===== config.mk =====
export PLATFORM = sky130hd
export DESIGN_NAME = dual_dac_data_format_regs
export DESIGN_NICKNAME = d
export VERILOG_FILES = /design/src/conv_pkg.sv /design/src/dual_dac_data_format_regs.sv
export VERILOG_INCLUDE_DIRS = /design/src
export SDC_FILE = /design/constraint.sdc
export NUM_CORES = 1
export LEC_CHECK = 0
export ABC_AREA = 1
export ABC_CLOCK_PERIOD_IN_PS = 1600
export BUFFER_PORTS_ARGS = -buffer_cell sky130_fd_sc_hd__buf_2
export CAP_MARGIN = 15
export CORE_MARGIN = 5
export CORE_UTILIZATION = 35
export DETAILED_ROUTE_END_ITERATION = 16
export GPL_ROUTABILITY_DRIVEN = 0
export REMOVE_ABC_BUFFERS = 1
export SYNTH_ARGS = -nofsm -noshare
export SYNTH_HDL_FRONTEND = slang
export SYNTH_SLANG_ARGS = --single-unit

===== constraint.sdc =====
create_clock -name mclk -period 1.6 [get_ports mclk]
set_input_delay 0.24 -clock mclk [delete_from_list [all_inputs] [get_ports mclk]]
set_output_delay 0.24 -clock mclk [all_outputs]
set_load 0.1 [all_outputs]

===== src/conv_map.svh =====
// Register offsets, field positions and reset values of the converter block
`ifndef CONV_MAP_SVH
`define CONV_MAP_SVH
`define CONV0_DATA_LOW_ADDR  8'hd2
`define CONV0_DATA_HIGH_ADDR 8'hd3
`define CONV0_CONTROL_ADDR   8'hd4
`define CONV1_DATA_LOW_ADDR  8'hd5
`define CONV1_DATA_HIGH_ADDR 8'hd6
`define CONV1_CONTROL_ADDR   8'hd7
`define CONV_ENABLE_BIT      7
`define CONV_FORMAT_MSB      2
`define CONV_FORMAT_LSB      0
`define CONV_CONTROL_MASK    8'h87
`define CONV_REG_RESET       8'h00
`define CONV_CODE_RESET      12'h000
`endif


===== src/conv_pkg.sv =====
// Types shared by the dual converter register block
package conv_pkg;
  typedef logic [11:0] code_type;
  typedef logic [2:0]  format_type;
  typedef struct packed {
    logic       enable;
    format_type formatSel;
  } control_type;
  typedef struct packed {
    logic [7:0] low;
    logic [7:0] high;
  } data_type;
endpackage


===== src/dual_dac_data_format_regs.sv =====
// Register file and code latching for two 12-bit converters
//
// Contract
// - Each converter has a separate 8-bit read/write low data byte register.
// - Enable bit 7 zero disables the output pin and shuts converter down.
// - Enable bit one makes the converter run and drive its output pin.
// - Control bits 6 to 3 read zero and ignore writes.
// - Format 000: code is high[3:0] then whole low byte.
// - Format 001: code is high[4:0] then low[7:1].
// - Format 010: code is high[5:0] then low[7:2].
// - Format 011: code is high[6:0] then low[7:3].
// - Format 1xx: code is whole high byte then low[7:4].
// - Second converter has own registers and identical enable behaviour.
// - Second converter format field selects the same five placements.
// - Code latches only on high byte write; write low byte first.
// - Latched code is 12 bits, 0x000 to 0xfff.
`include "conv_map.svh"
module dual_dac_data_format_regs (
  input  wire logic              mclk,
  input  wire logic              reset_n,
  input  wire logic [7:0]        regAddr,
  input  wire logic              regWrite,
  input  wire logic              regRead,
  input  wire logic [7:0]        regWriteData,
  output logic      [7:0]        regReadData,
  output conv_pkg::code_type     conv0Code,
  output conv_pkg::code_type     conv1Code,
  output logic                   conv0_enable,
  output logic                   conv1_enable,
  output logic                   conv0Shutdown,
  output logic                   conv1Shutdown
);

  conv_pkg::data_type    conv0Data;
  conv_pkg::data_type    conv1Data;
  conv_pkg::control_type conv0_control;
  conv_pkg::control_type conv1_control;
  logic [7:0]            next_regReadData;

  // Shared by both converters so the placements cannot drift apart
  function automatic conv_pkg::code_type assemble(
    input logic [7:0] high,
    input logic [7:0] low,
    input conv_pkg::format_type fmt
  );
    conv_pkg::code_type code;
    code = `CONV_CODE_RESET;
    if (fmt[2]) begin
      code = {high, low[7:4]};
    end else begin
      unique case (fmt[1:0])
        2'h0: code = {high[3:0], low};
        2'h1: code = {high[4:0], low[7:1]};
        2'h2: code = {high[5:0], low[7:2]};
        2'h3: code = {high[6:0], low[7:3]};
      endcase
    end
    return code;
  endfunction

  function automatic conv_pkg::control_type toControl(input logic [7:0] d);
    conv_pkg::control_type c;
    c.enable    = d[`CONV_ENABLE_BIT];
    c.formatSel = d[`CONV_FORMAT_MSB:`CONV_FORMAT_LSB];
    return c;
  endfunction

  function automatic logic [7:0] fromControl(input conv_pkg::control_type c);
    logic [7:0] d;
    d = `CONV_REG_RESET;
    d[`CONV_ENABLE_BIT] = c.enable;
    d[`CONV_FORMAT_MSB:`CONV_FORMAT_LSB] = c.formatSel;
    return d & `CONV_CONTROL_MASK;
  endfunction

  // Data bytes hold every bit written, mapped or not
  always_ff @(posedge mclk) begin
    if (!reset_n) begin
      conv0Data <= {`CONV_REG_RESET, `CONV_REG_RESET};
      conv1Data <= {`CONV_REG_RESET, `CONV_REG_RESET};
    end else if (regWrite) begin
      unique case (regAddr)
        `CONV0_DATA_LOW_ADDR:  conv0Data.low  <= regWriteData;
        `CONV0_DATA_HIGH_ADDR: conv0Data.high <= regWriteData;
        `CONV1_DATA_LOW_ADDR:  conv1Data.low  <= regWriteData;
        `CONV1_DATA_HIGH_ADDR: conv1Data.high <= regWriteData;
        default: ;
      endcase
    end
  end

  always_ff @(posedge mclk) begin
    if (!reset_n) begin
      conv0_control <= toControl(`CONV_REG_RESET);
      conv1_control <= toControl(`CONV_REG_RESET);
    end else if (regWrite) begin
      if (regAddr == `CONV0_CONTROL_ADDR) begin
        conv0_control <= toControl(regWriteData);
      end
      if (regAddr == `CONV1_CONTROL_ADDR) begin
        conv1_control <= toControl(regWriteData);
      end
    end
  end

  // Format comes from the control value current at the high byte write;
  // a later format change does not re-place the latched code
  always_ff @(posedge mclk) begin
    if (!reset_n) begin
      conv0Code <= `CONV_CODE_RESET;
      conv1Code <= `CONV_CODE_RESET;
    end else if (regWrite) begin
      if (regAddr == `CONV0_DATA_HIGH_ADDR) begin
        conv0Code <= assemble(regWriteData, conv0Data.low,
                              conv0_control.formatSel);
      end
      if (regAddr == `CONV1_DATA_HIGH_ADDR) begin
        conv1Code <= assemble(regWriteData, conv1Data.low,
                              conv1_control.formatSel);
      end
    end
  end

  // Enable and shutdown follow the control write one cycle later
  always_ff @(posedge mclk) begin
    if (!reset_n) begin
      conv0_enable  <= 1'b0;
      conv1_enable  <= 1'b0;
      conv0Shutdown <= 1'b1;
      conv1Shutdown <= 1'b1;
    end else begin
      conv0_enable  <= conv0_control.enable;
      conv0Shutdown <= !conv0_control.enable;
      conv1_enable  <= conv1_control.enable;
      conv1Shutdown <= !conv1_control.enable;
    end
  end

  always_comb begin
    unique case (regAddr)
      `CONV0_DATA_LOW_ADDR:  next_regReadData = conv0Data.low;
      `CONV0_DATA_HIGH_ADDR: next_regReadData = conv0Data.high;
      `CONV0_CONTROL_ADDR:   next_regReadData = fromControl(conv0_control);
      `CONV1_DATA_LOW_ADDR:  next_regReadData = conv1Data.low;
      `CONV1_DATA_HIGH_ADDR: next_regReadData = conv1Data.high;
      `CONV1_CONTROL_ADDR:   next_regReadData = fromControl(conv1_control);
      default:               next_regReadData = `CONV_REG_RESET;
    endcase
  end

  // Registered read data; holds when no read is pending
  always_ff @(posedge mclk) begin
    if (!reset_n) begin
      regReadData <= `CONV_REG_RESET;
    end else if (regRead) begin
      regReadData <= next_regReadData;
    end
  end

endmodule // dual_dac_data_format_regs


==> run summary, run 1 <==
* finished clean — result of the run
* 0 — Setup violations, final
* dfxtp_1 (39%), a21oi_1 (12%), o21ai_0 (9.8%), nand2_1 (9.3%), inv_1 (4.6%) — ranking of synthesized cells by area
* 737 — number of placed instances with taps included
* 0 — number of buffers inserted for hold repair after clock tree synthesis
* 0.0141 ns — final worst clock skew
* reg -> reg — category of the critical setup timing path
* 67.3% — worst slew margin relative to its limit
* 13300 sq um — area enclosed by the die boundary
* 5 — first-pass iteration count of the detailed router
* 0% — fraction of synthesis flops using an asynchronous set or reset pin
* 0.36 ns — clock latency reported for the late side of the worst-skew pair
* dfxtp_1 — library cell occupying the most area in the post-synthesis netlist
* 76 — #FFs+latches synth
* 53.1% — portion of total power attributed to sequential cells
* 752 — number of cells in the finished layout apart from fillers
* 49 — pin count of the biggest net entering global routing
* conv1_control[1] — reg-to-reg startpoint
* 3799 — via count of the first global-routing pass
* 4640 sq um — fin area
* 3937 — via total after detailed routing
* 7.16 sq um — synthesized area divided by synthesized cell count
* 0 — number of flops mapped to enable cells by yosys
* 19.5 mm — wire length of the first global-routing pass
* 26 — distinct cell type count of the synthesized netlist
* 40.0% — share of total power in the clock network
* 540 — number of cells produced by synthesis
* dfxtp_1 — Post-synth top flop
* 55 — input/output buffers
* 24.5% — sw frac
* 1.70 ns — arrival time worst endpoint
* 1.84 ns — Data required, critical path
* nand2_1 — library cell with the highest instance count after synthesis
* 39.3% — portion of synthesized cell area occupied by the leading cell type
* 628 — number of nets in the layout
* 35.7% — Starting Density
* 0 — total DRC errors in the routed layout
* 8.95 mm — DP Wirelength
* 12.0 mm — final routed wirelength across all metal layers
* 3870 sq um — Synth Cell Area
* 38 — standard-cell row count
* 5 — maximum fanout along the worst path
* 1.46 ns — Min Clock Period, post-route
* 5.24 — via density per instance
* conv1_control[1] — CP Launch Point
* 2 — buffer levels on the longest clock path
* 0 — final hold violation count
* 3 — number of levels the H-tree was split into
* 393 — drt first-iter violations
* 56 — I/O Pins
* 42.8% — fin util
* 0 — count of antenna-violating nets left after detailed routing
* nand2_1 (96), a21oi_1 (91), dfxtp_1 (76), o21ai_0 (76), inv_1 (47) — commonest cells in the netlist
* 339 uV — IR Drop Worst-Case VDD
* 18.8% — total routing usage reported by global routing
* 0.00269 W — Internal Dissipation
* 0.494 ns — slew at the pin with the worst max-slew slack
* 3 — number of cells traversed by the worst hold path
* false — setup repair after global routing missed its margin
* 115 um — Horiz. Die Dim
* 1126 — number of fill cells
* flop — category of the worst setup path capture point
* 0.14 ns — flop-to-flop setup slack
* conv1Data[14] — worst hold path endpoint
* 19.9% — area delta synth->final
* 1.89 nW — leak pwr
* regWriteData[6] — Hold Startpoint
* 0 — number of pins exceeding their max-slew limit in the final report
* 0.000872 W — net switching power figure
* 91.2% — fin crit share
* 0.07 ns — clock-pin slew of the registers on the worst-case setup and hold paths
* 10800 sq um — Core ar.
* 685 MHz — maximum clock rate
* built — clock tree from TritonCTS
* 0 — Max-Cap Viols
* 0 — antenna violations before repair
* 0 — GR Overflow Total
* clkbuf_8 — clock root buffer master
* flop — element type at the critical path start
* 0 — antenna diode count
* in -> reg — class of the worst hold path
* 16.0 um — detail-routed net length per standard cell
* 769 nW/um^2 — power density over the cells
* 39.3% — register area share after synthesis
* 0 — Synth Warn #
* 4450 sq um — Placed Instance Area
* 115 um — overall die height
* 9 — CTS Buf Count
* 22.4% — share of post-route cells with drive strength above 1
* conv1Code[10] — worst r2r dst
* 0.00357 W — post-layout total power
* 6.9% — combinational cell fraction of total power
* 7 — cell count of the worst reg-to-reg path
* 76 — number of clock sinks seen by CTS
## power by group through the flow
stage | clock network [W] | logic (W) | registers, W
floorplan | 0 | 0.0000952 | 0.00194
global placement | 0 | 0.000239 | 0.00194
detailed placement | 0 | 0.000242 | 0.00194
CTS | 0.00146 | 0.000242 | 0.00189
global route | 0.00156 | 0.000264 | 0.00189
finish | 0.00143 | 0.000244 | 0.00189
## sequential cells by signal (all words and copies together) (netlist names), 4 cells and up
signal         count
conv1Code         12
conv0Code         12
regReadData        8
conv1Data         16
conv1_control      4
conv0_control      4
conv0Data         16
## area by class of cell
class / instances / area (sq um) / share of cell area (%)
timing repair buffer: 86 / 558 / 12.0
multi-input combinational: 381 / 1990 / 42.9
clock inverter: 1 / 5.00 / 0.108
clock buffer: 14 / 183 / 3.94
sequential: 76 / 1520 / 32.8
tap: 140 / 175 / 3.78
inverter: 54 / 203 / 4.37
## worst max-delay path: stages (launching register included)
cell and delay (ns):
dfxtp_1 0.46, inv_1 0.13, nand2_1 0.19, inv_1 0.11, a21oi_1 0.13, o2111ai_1 0.16, nand2_1 0.11, a21oi_1 0.06
## repair_timing
item	CTS	global route
setup buffers	0	0
resized for setup	0	1
setup endpoints to repair	0	1
hold endpoints to repair	0	0
## cells in the final DEF (no fill, tap or decap)
cell       count
nand2_2        5
nor2_2         5
clkbuf_8      13
a21oi_2       16
o211ai_1      16
nor3_4         1
o22ai_1        4
o2111ai_1      3
nand3_1       31
o21ai_0       76
a21oi_1       91
buf_12         4
nor2_1         7
clkinv_1       4
inv_2          3
inv_1         47
clkinv_2       1
dfxtp_2        1
buf_2         55
buf_4         27
o221ai_1       1
nand3_2        2
nand2_1       96
dfxtp_1       75
nor2_8         3
nand3_4        1
clkbuf_1       1
o21ai_1       23
## per-stage QoR
stage | setup TNS [ns] | setup WS, ns | hold WS [ns]
floorplan | -0.774 | -0.0914 | 0.328
global placement | 0 | 0.0648 | 0.448
detailed placement | 0 | 0.0364 | 0.454
CTS | 0 | 0.102 | 0.194
global route | 0 | 0.00763 | 0.202
finish | 0 | 0.140 | 0.193
## routing by layer
| layer | share of wire (%) | track usage, % | wire [um] |
|---|---|---|---|
| met5 | 0 | 0 | 0 |
| met4 | 2.7 | 8.53 | 325 |
| met3 | 7.9 | 3.84 | 955 |
| met2 | 41 | 26.0 | 4920 |
| met1 | 48 | 27.8 | 5830 |
## how the worst max path moves through the flow
stage,cells after the start,slack (ns),end
CTS,6,0.10,conv1Code[4]
floorplan,7,-0.09,conv0Code[11]
global placement,7,0.06,conv1_control[1]
global route,6,0.008,conv0Code[6]
finish,7,0.14,conv1Code[10]
detailed placement,8,0.04,conv0Data[4]
## logic make-up after synthesis
| group | after synthesis | synth area share (%) |
|---|---|---|
| flip-flops | 76 | 39.3 |
| AND/OR/NAND/NOR | 151 | 18.6 |
| AO/OA/AOI/OAI | 230 | 32.9 |
| buffers and inverters | 83 | 9.22 |
Power figures use the tool's default switching activity.
==> run 2: changes to the inputs <==
--- a/config.mk
+++ b/config.mk
@@ -11,10 +11,11 @@
 export BUFFER_PORTS_ARGS = -buffer_cell sky130_fd_sc_hd__buf_2
 export CAP_MARGIN = 15
 export CORE_MARGIN = 5
-export CORE_UTILIZATION = 35
+export CORE_UTILIZATION = 25
 export DETAILED_ROUTE_END_ITERATION = 16
 export GPL_ROUTABILITY_DRIVEN = 0
 export REMOVE_ABC_BUFFERS = 1
+export SKIP_CTS_REPAIR_TIMING = 1
 export SYNTH_ARGS = -nofsm -noshare
 export SYNTH_HDL_FRONTEND = slang
 export SYNTH_SLANG_ARGS = --single-unit
==> run 2 against run 1 <==
Sequential share of layout area decreased by 1.2 points. Clock-buffer cell count decreased by 1. Register-to-register slack got worse by 0.02 ns. Utilization decreased by 11 points. Critical path depth decreased by 1. Die area increased by 36%. Non-clock buffer count increased by 3. Sequential power about the same. Sequential cell count unchanged. Power increased by 16%. Final cell count increased by 6.9%. Critical path type unchanged. Largest cell class unchanged.
==> run summary, run 2 (synthesis gave the netlist of run 1 again) <==
* 22.9% — share of post-route cells with drive strength above 1
* 0.000989 W — net switching power figure
* 56 — I/O Pins
* 0 — antenna violations before repair
* 31.6% — fin util
* 48.2% — share of total power in the clock network
* 134 um — overall die height
* nand2_1 — most frequent standard cell in the layout excluding fill and tap cells
* false — setup repair after global routing missed its margin
* 0.48 ns — crit-path max cell delay
* 0 — Max-Cap Viols
* reg -> reg — category of the critical setup timing path
* 389 — drt first-iter violations
* 1.87 ns — Data required, critical path
* 0 — count of antenna-violating nets left after detailed routing
* 0 — final hold violation count
* 45 — standard-cell row count
* 12.5 mm — final routed wirelength across all metal layers
* 15200 sq um — Core ar.
* 0 — number of pins exceeding their max-slew limit in the final report
* 860 nW/um^2 — power density over the cells
* 2 — buffer levels on the longest clock path
* 3603 — via count of the first global-routing pass
* 5 — first-pass iteration count of the detailed router
* 23.9% — sw frac
* 4.86 — via density per instance
* 45.9% — portion of total power attributed to sequential cells
* 134 um — Horiz. Die Dim
* 631 — number of nets in the layout
* 3911 — via total after detailed routing
* 76 — number of clock sinks seen by CTS
* conv0Data x16, conv1Data x16 — registers with the most flip-flops
* 622 uV — IR Drop Worst-Case VDD
* flop — category of the worst setup path capture point
* 9.09 mm — DP Wirelength
* 14.0% — total routing usage reported by global routing
* 0 — antenna diode count
* 18100 sq um — area enclosed by the die boundary
* 0.00748 ns — final worst clock skew
* 0.498 ns — slew at the pin with the worst max-slew slack
* inv_1, nor2_2, nand2_1, o211ai_1, o21ai_1, a21oi_1 — Critical Path, Cell by Cell
* 0 — GR Overflow Total
* 1.75 ns — arrival time worst endpoint
* nand2_1 (96), a21oi_1 (91), o21ai_0 (76) — most frequent cells in the layout
* 55 — input/output buffers
* 0 — Setup violations, final
* 804 — number of cells in the finished layout apart from fillers
* 67.0% — worst slew margin relative to its limit
* flop — element type at the critical path start
* 3 — number of levels the H-tree was split into
* 3 — number of cells traversed by the worst hold path
* 6 — cell count of the worst reg-to-reg path
* 1.48 ns — Min Clock Period, post-route
* 9 — CTS Buf Count
* 15.6 um — detail-routed net length per standard cell
* built — clock tree from TritonCTS
* in -> reg — class of the worst hold path
* dfxtp_1 — slowest cell on the critical path
* 675 MHz — maximum clock rate
* 1.93 nW — leak pwr
* 26 — pin count of the biggest net entering global routing
* 788 — number of placed instances with taps included
* 20.0 mm — wire length of the first global-routing pass
* 0 — total DRC errors in the routed layout
* 9 — maximum fanout along the worst path
* 24.3% — area delta synth->final
* 0.34 ns — clock latency reported for the late side of the worst-skew pair
* 0.06 ns — clock-pin slew of the registers on the worst-case setup and hold paths
* 5.9% — combinational cell fraction of total power
* 0.00315 W — Internal Dissipation
* 92.6% — fin crit share
* clkbuf_16 — clock root buffer master
* 25.4% — Starting Density
* finished clean — result of the run
run 2: changes by cell type in the layout (fill, tap and decap cells not counted):
cell,previous run,this run
clkbuf_8,13,3
clkbuf_16,0,9
buf_12,4,3
clkinvlp_4,0,2
buf_4,27,31
run 2: power groups by stage:
| stage | clock (W) | sequential [W] | combinational, W |
|---|---|---|---|
| 6_report | 0.00199 | 0.00190 | 0.000245 |
| 3_3_place_gp | 0 | 0.00194 | 0.000247 |
| 2_1_floorplan | 0 | 0.00194 | 0.0000952 |
| 5_1_grt | 0.00210 | 0.00190 | 0.000268 |
| 4_1_cts | 0.00204 | 0.00190 | 0.000245 |
| 3_5_place_dp | 0 | 0.00194 | 0.000245 |
run 2: layout make-up:
| class | count | area [sq um] |
|---|---|---|
| clock buffer | 13 | 270 |
| clock inverter | 3 | 20.0 |
| fill | 1668 | 10400 |
| multi-input combinational | 381 | 1990 |
| inverter | 54 | 203 |
| timing repair buffer | 89 | 568 |
| tap | 188 | 235 |
| sequential | 76 | 1520 |
run 2: metal layers:
layer,vias to the layer above,share of wire (%),GRT usage [%]
li1,1993,-,-
met1,1759,50,20.3
met2,138,41,19.7
met3,21,7.2,3.15
met4,0,2.1,5.77
met5,-,0,0
run 2: critical path, delay by kind of cell (launching register included):
family                 cells  cell delay, ns
AO/OA/AOI/OAI              3            0.36
buffers and inverters      1            0.13
flip-flops                 1            0.48
AND/OR/NAND/NOR            2            0.45
run 2: path summary, 6_finish.rpt:
kind | from | to | slack (ns)
worst max-delay path | conv0_control[1] | conv0Code[4] | 0.12
worst min-delay path | regWriteData[6] | conv1Data[14] | 0.19
worst max register to register | conv0_control[1] | conv0Code[4] | 0.12
worst min register to register | conv1_control[3] | conv1Shutdown | 0.44
run 2: per-stage QoR:
stage / area (sq um) / hold slack (ns) / total power (W) / setup TNS [ns] / setup slack (ns)
floorplan: 3710 / 0.328 / 0.00204 / -0.774 / -0.0914
global placement: 4520 / 0.420 / 0.00219 / 0 / 0.0692
detailed placement: 4520 / 0.425 / 0.00218 / 0 / 0.0278
CTS: 4810 / 0.182 / 0.00418 / 0 / 0.132
global route: 4810 / 0.245 / 0.00427 / 0 / 0.00656
finish: 4810 / 0.188 / 0.00414 / 0 / 0.118
==> run 3: changes to the inputs <==
--- a/config.mk
+++ b/config.mk
@@ -12,6 +12,7 @@
 export CAP_MARGIN = 15
 export CORE_MARGIN = 5
 export CORE_UTILIZATION = 25
+export CTS_BUF_LIST = sky130_fd_sc_hd__clkbuf_16
 export DETAILED_ROUTE_END_ITERATION = 16
 export GPL_ROUTABILITY_DRIVEN = 0
 export REMOVE_ABC_BUFFERS = 1
==> run 3 against run 2 <==
Die area stayed put. Final cell count did not move. Maximum frequency fell by 3.2%. Design area down 0.52%. First-iteration DRC count increased by 11%. Worst hold slack improved by 0.00073 ns. Clock power shrank 8%. Highest routed layer unchanged.
==> run summary, run 3 (synthesis gave the netlist of run 1 again) <==
* finished clean — result of the run
* 0 — final hold violation count
* 26 — pin count of the biggest net entering global routing
* 12.6 mm — final routed wirelength across all metal layers
* 831 nW/um^2 — power density over the cells
* 3 — number of levels the H-tree was split into
* 46.1% — share of total power in the clock network
* 0 — Setup violations, final
* 1.92 nW — leak pwr
* 620 uV — IR Drop Worst-Case VDD
* 0 — antenna violations before repair
* 0.00816 ns — final worst clock skew
* 24.6% — sw frac
* built — clock tree from TritonCTS
* in -> reg — class of the worst hold path
* 3622 — via count of the first global-routing pass
* 0 — count of antenna-violating nets left after detailed routing
* 0.34 ns — clock latency reported for the late side of the worst-skew pair
* 47.7% — portion of total power attributed to sequential cells
* 2 — buffer levels on the longest clock path
* 76 — number of clock sinks seen by CTS
* 0 — Max-Cap Viols
* conv0Data x16, conv1Data x16 — registers with the most flip-flops
* flop — element type at the critical path start
* 0.500 ns — slew at the pin with the worst max-slew slack
* 45 — standard-cell row count
* regWriteData[6] — Hold Startpoint
* 15200 sq um — Core ar.
* 15.6 um — detail-routed net length per standard cell
* 14.1% — total routing usage reported by global routing
* 804 — number of cells in the finished layout apart from fillers
* 22.4% — share of post-route cells with drive strength above 1
* 1.87 ns — Data required, critical path
* 3913 — via total after detailed routing
* 0 — GR Overflow Total
* 0 — number of pins exceeding their max-slew limit in the final report
* 66.9% — worst slew margin relative to its limit
* nand2_1 — most frequent standard cell in the layout excluding fill and tap cells
* reg -> reg — category of the critical setup timing path
* 5 — first-pass iteration count of the detailed router
* 134 um — Horiz. Die Dim
* 20.1 mm — wire length of the first global-routing pass
* 631 — number of nets in the layout
* 0 — antenna diode count
* 55 — input/output buffers
* flop — category of the worst setup path capture point
* conv0_control[0] — reg-to-reg startpoint
* 0.00300 W — Internal Dissipation
* 1.80 ns — arrival time worst endpoint
* 95.7% — fin crit share
* nand2_1 (96), a21oi_1 (91), o21ai_0 (76) — most frequent cells in the layout
* 1670 — number of fill cells
* 1.53 ns — Min Clock Period, post-route
* 10 — maximum fanout along the worst path
* 56 — I/O Pins
* 653 MHz — maximum clock rate
* 0.000978 W — net switching power figure
* 0.188 ns — final worst hold slack
* 788 — number of placed instances with taps included
* 9 — CTS Buf Count
* 4.87 — via density per instance
* 0 — total DRC errors in the routed layout
* false — setup repair after global routing missed its margin
* 433 — drt first-iter violations
* 0.06 ns — clock-pin slew of the registers on the worst-case setup and hold paths
* 25.4% — Starting Density
* 9.09 mm — DP Wirelength
* conv0_control[0] — CP Launch Point
* 23.7% — area delta synth->final
* 134 um — overall die height
* 6.2% — combinational cell fraction of total power
* 18100 sq um — area enclosed by the die boundary
* clkbuf_16 — clock root buffer master
[run 3: layer usage]
metal / track usage [%] / wire (um) / vias up
li1: - / - / 1997
met4: 6.11 / 301 / 0
met3: 3.00 / 970 / 28
met2: 19.7 / 5160 / 144
met1: 20.6 / 6150 / 1744
met5: 0 / 0 / -
[run 3: power by group through the flow]
stage          Combinational, W  Clock, W  Sequential (W)
2_1_floorplan         0.0000952         0         0.00194
3_3_place_gp           0.000247         0         0.00194
3_5_place_dp           0.000245         0         0.00194
4_1_cts                0.000245   0.00188         0.00190
5_1_grt                0.000268   0.00194         0.00190
6_report               0.000245   0.00183         0.00190
[run 3: metrics by stage]
step                TNS [ns]  cell area (sq um)  worst slack (ns)  total power (W)  util [%]
floorplan             -0.774               3710           -0.0914          0.00204         -
global placement           0               4520            0.0692          0.00219      29.7
detailed placement         0               4520            0.0278          0.00218      29.7
CTS                        0               4780             0.133          0.00403      31.4
global route               0               4780            0.0162          0.00411      31.5
finish                     0               4780            0.0696          0.00398      31.5
[run 3: worst paths after layout]
kind / depth (start not counted) / end / slack (ns)
worst max-delay path: 6 / conv0Code[4] / 0.07
worst min-delay path: 3 / conv1Data[14] / 0.19
worst max register to register: 6 / conv0Code[4] / 0.07
worst min register to register: 1 / conv1Shutdown / 0.44
[run 3: cell type report]
class,instances,area [sq um],area share [%]
Clock buffer,9,225,4.71
Clock inverter,7,35.0,0.732
Tap cell,188,235,4.92
Multi-Input combinational cell,381,1990,41.7
Timing Repair Buffer,89,568,11.9
Sequential cell,76,1520,31.8
Inverter,54,203,4.24
[run 3: critical path, cell delays in order (launching register included)]
cell,delay (ns)
dfxtp_1,0.51
nand2_1,0.32
inv_1,0.18
nand2_1,0.08
o211ai_1,0.14
o21ai_1,0.09
a21oi_1,0.13
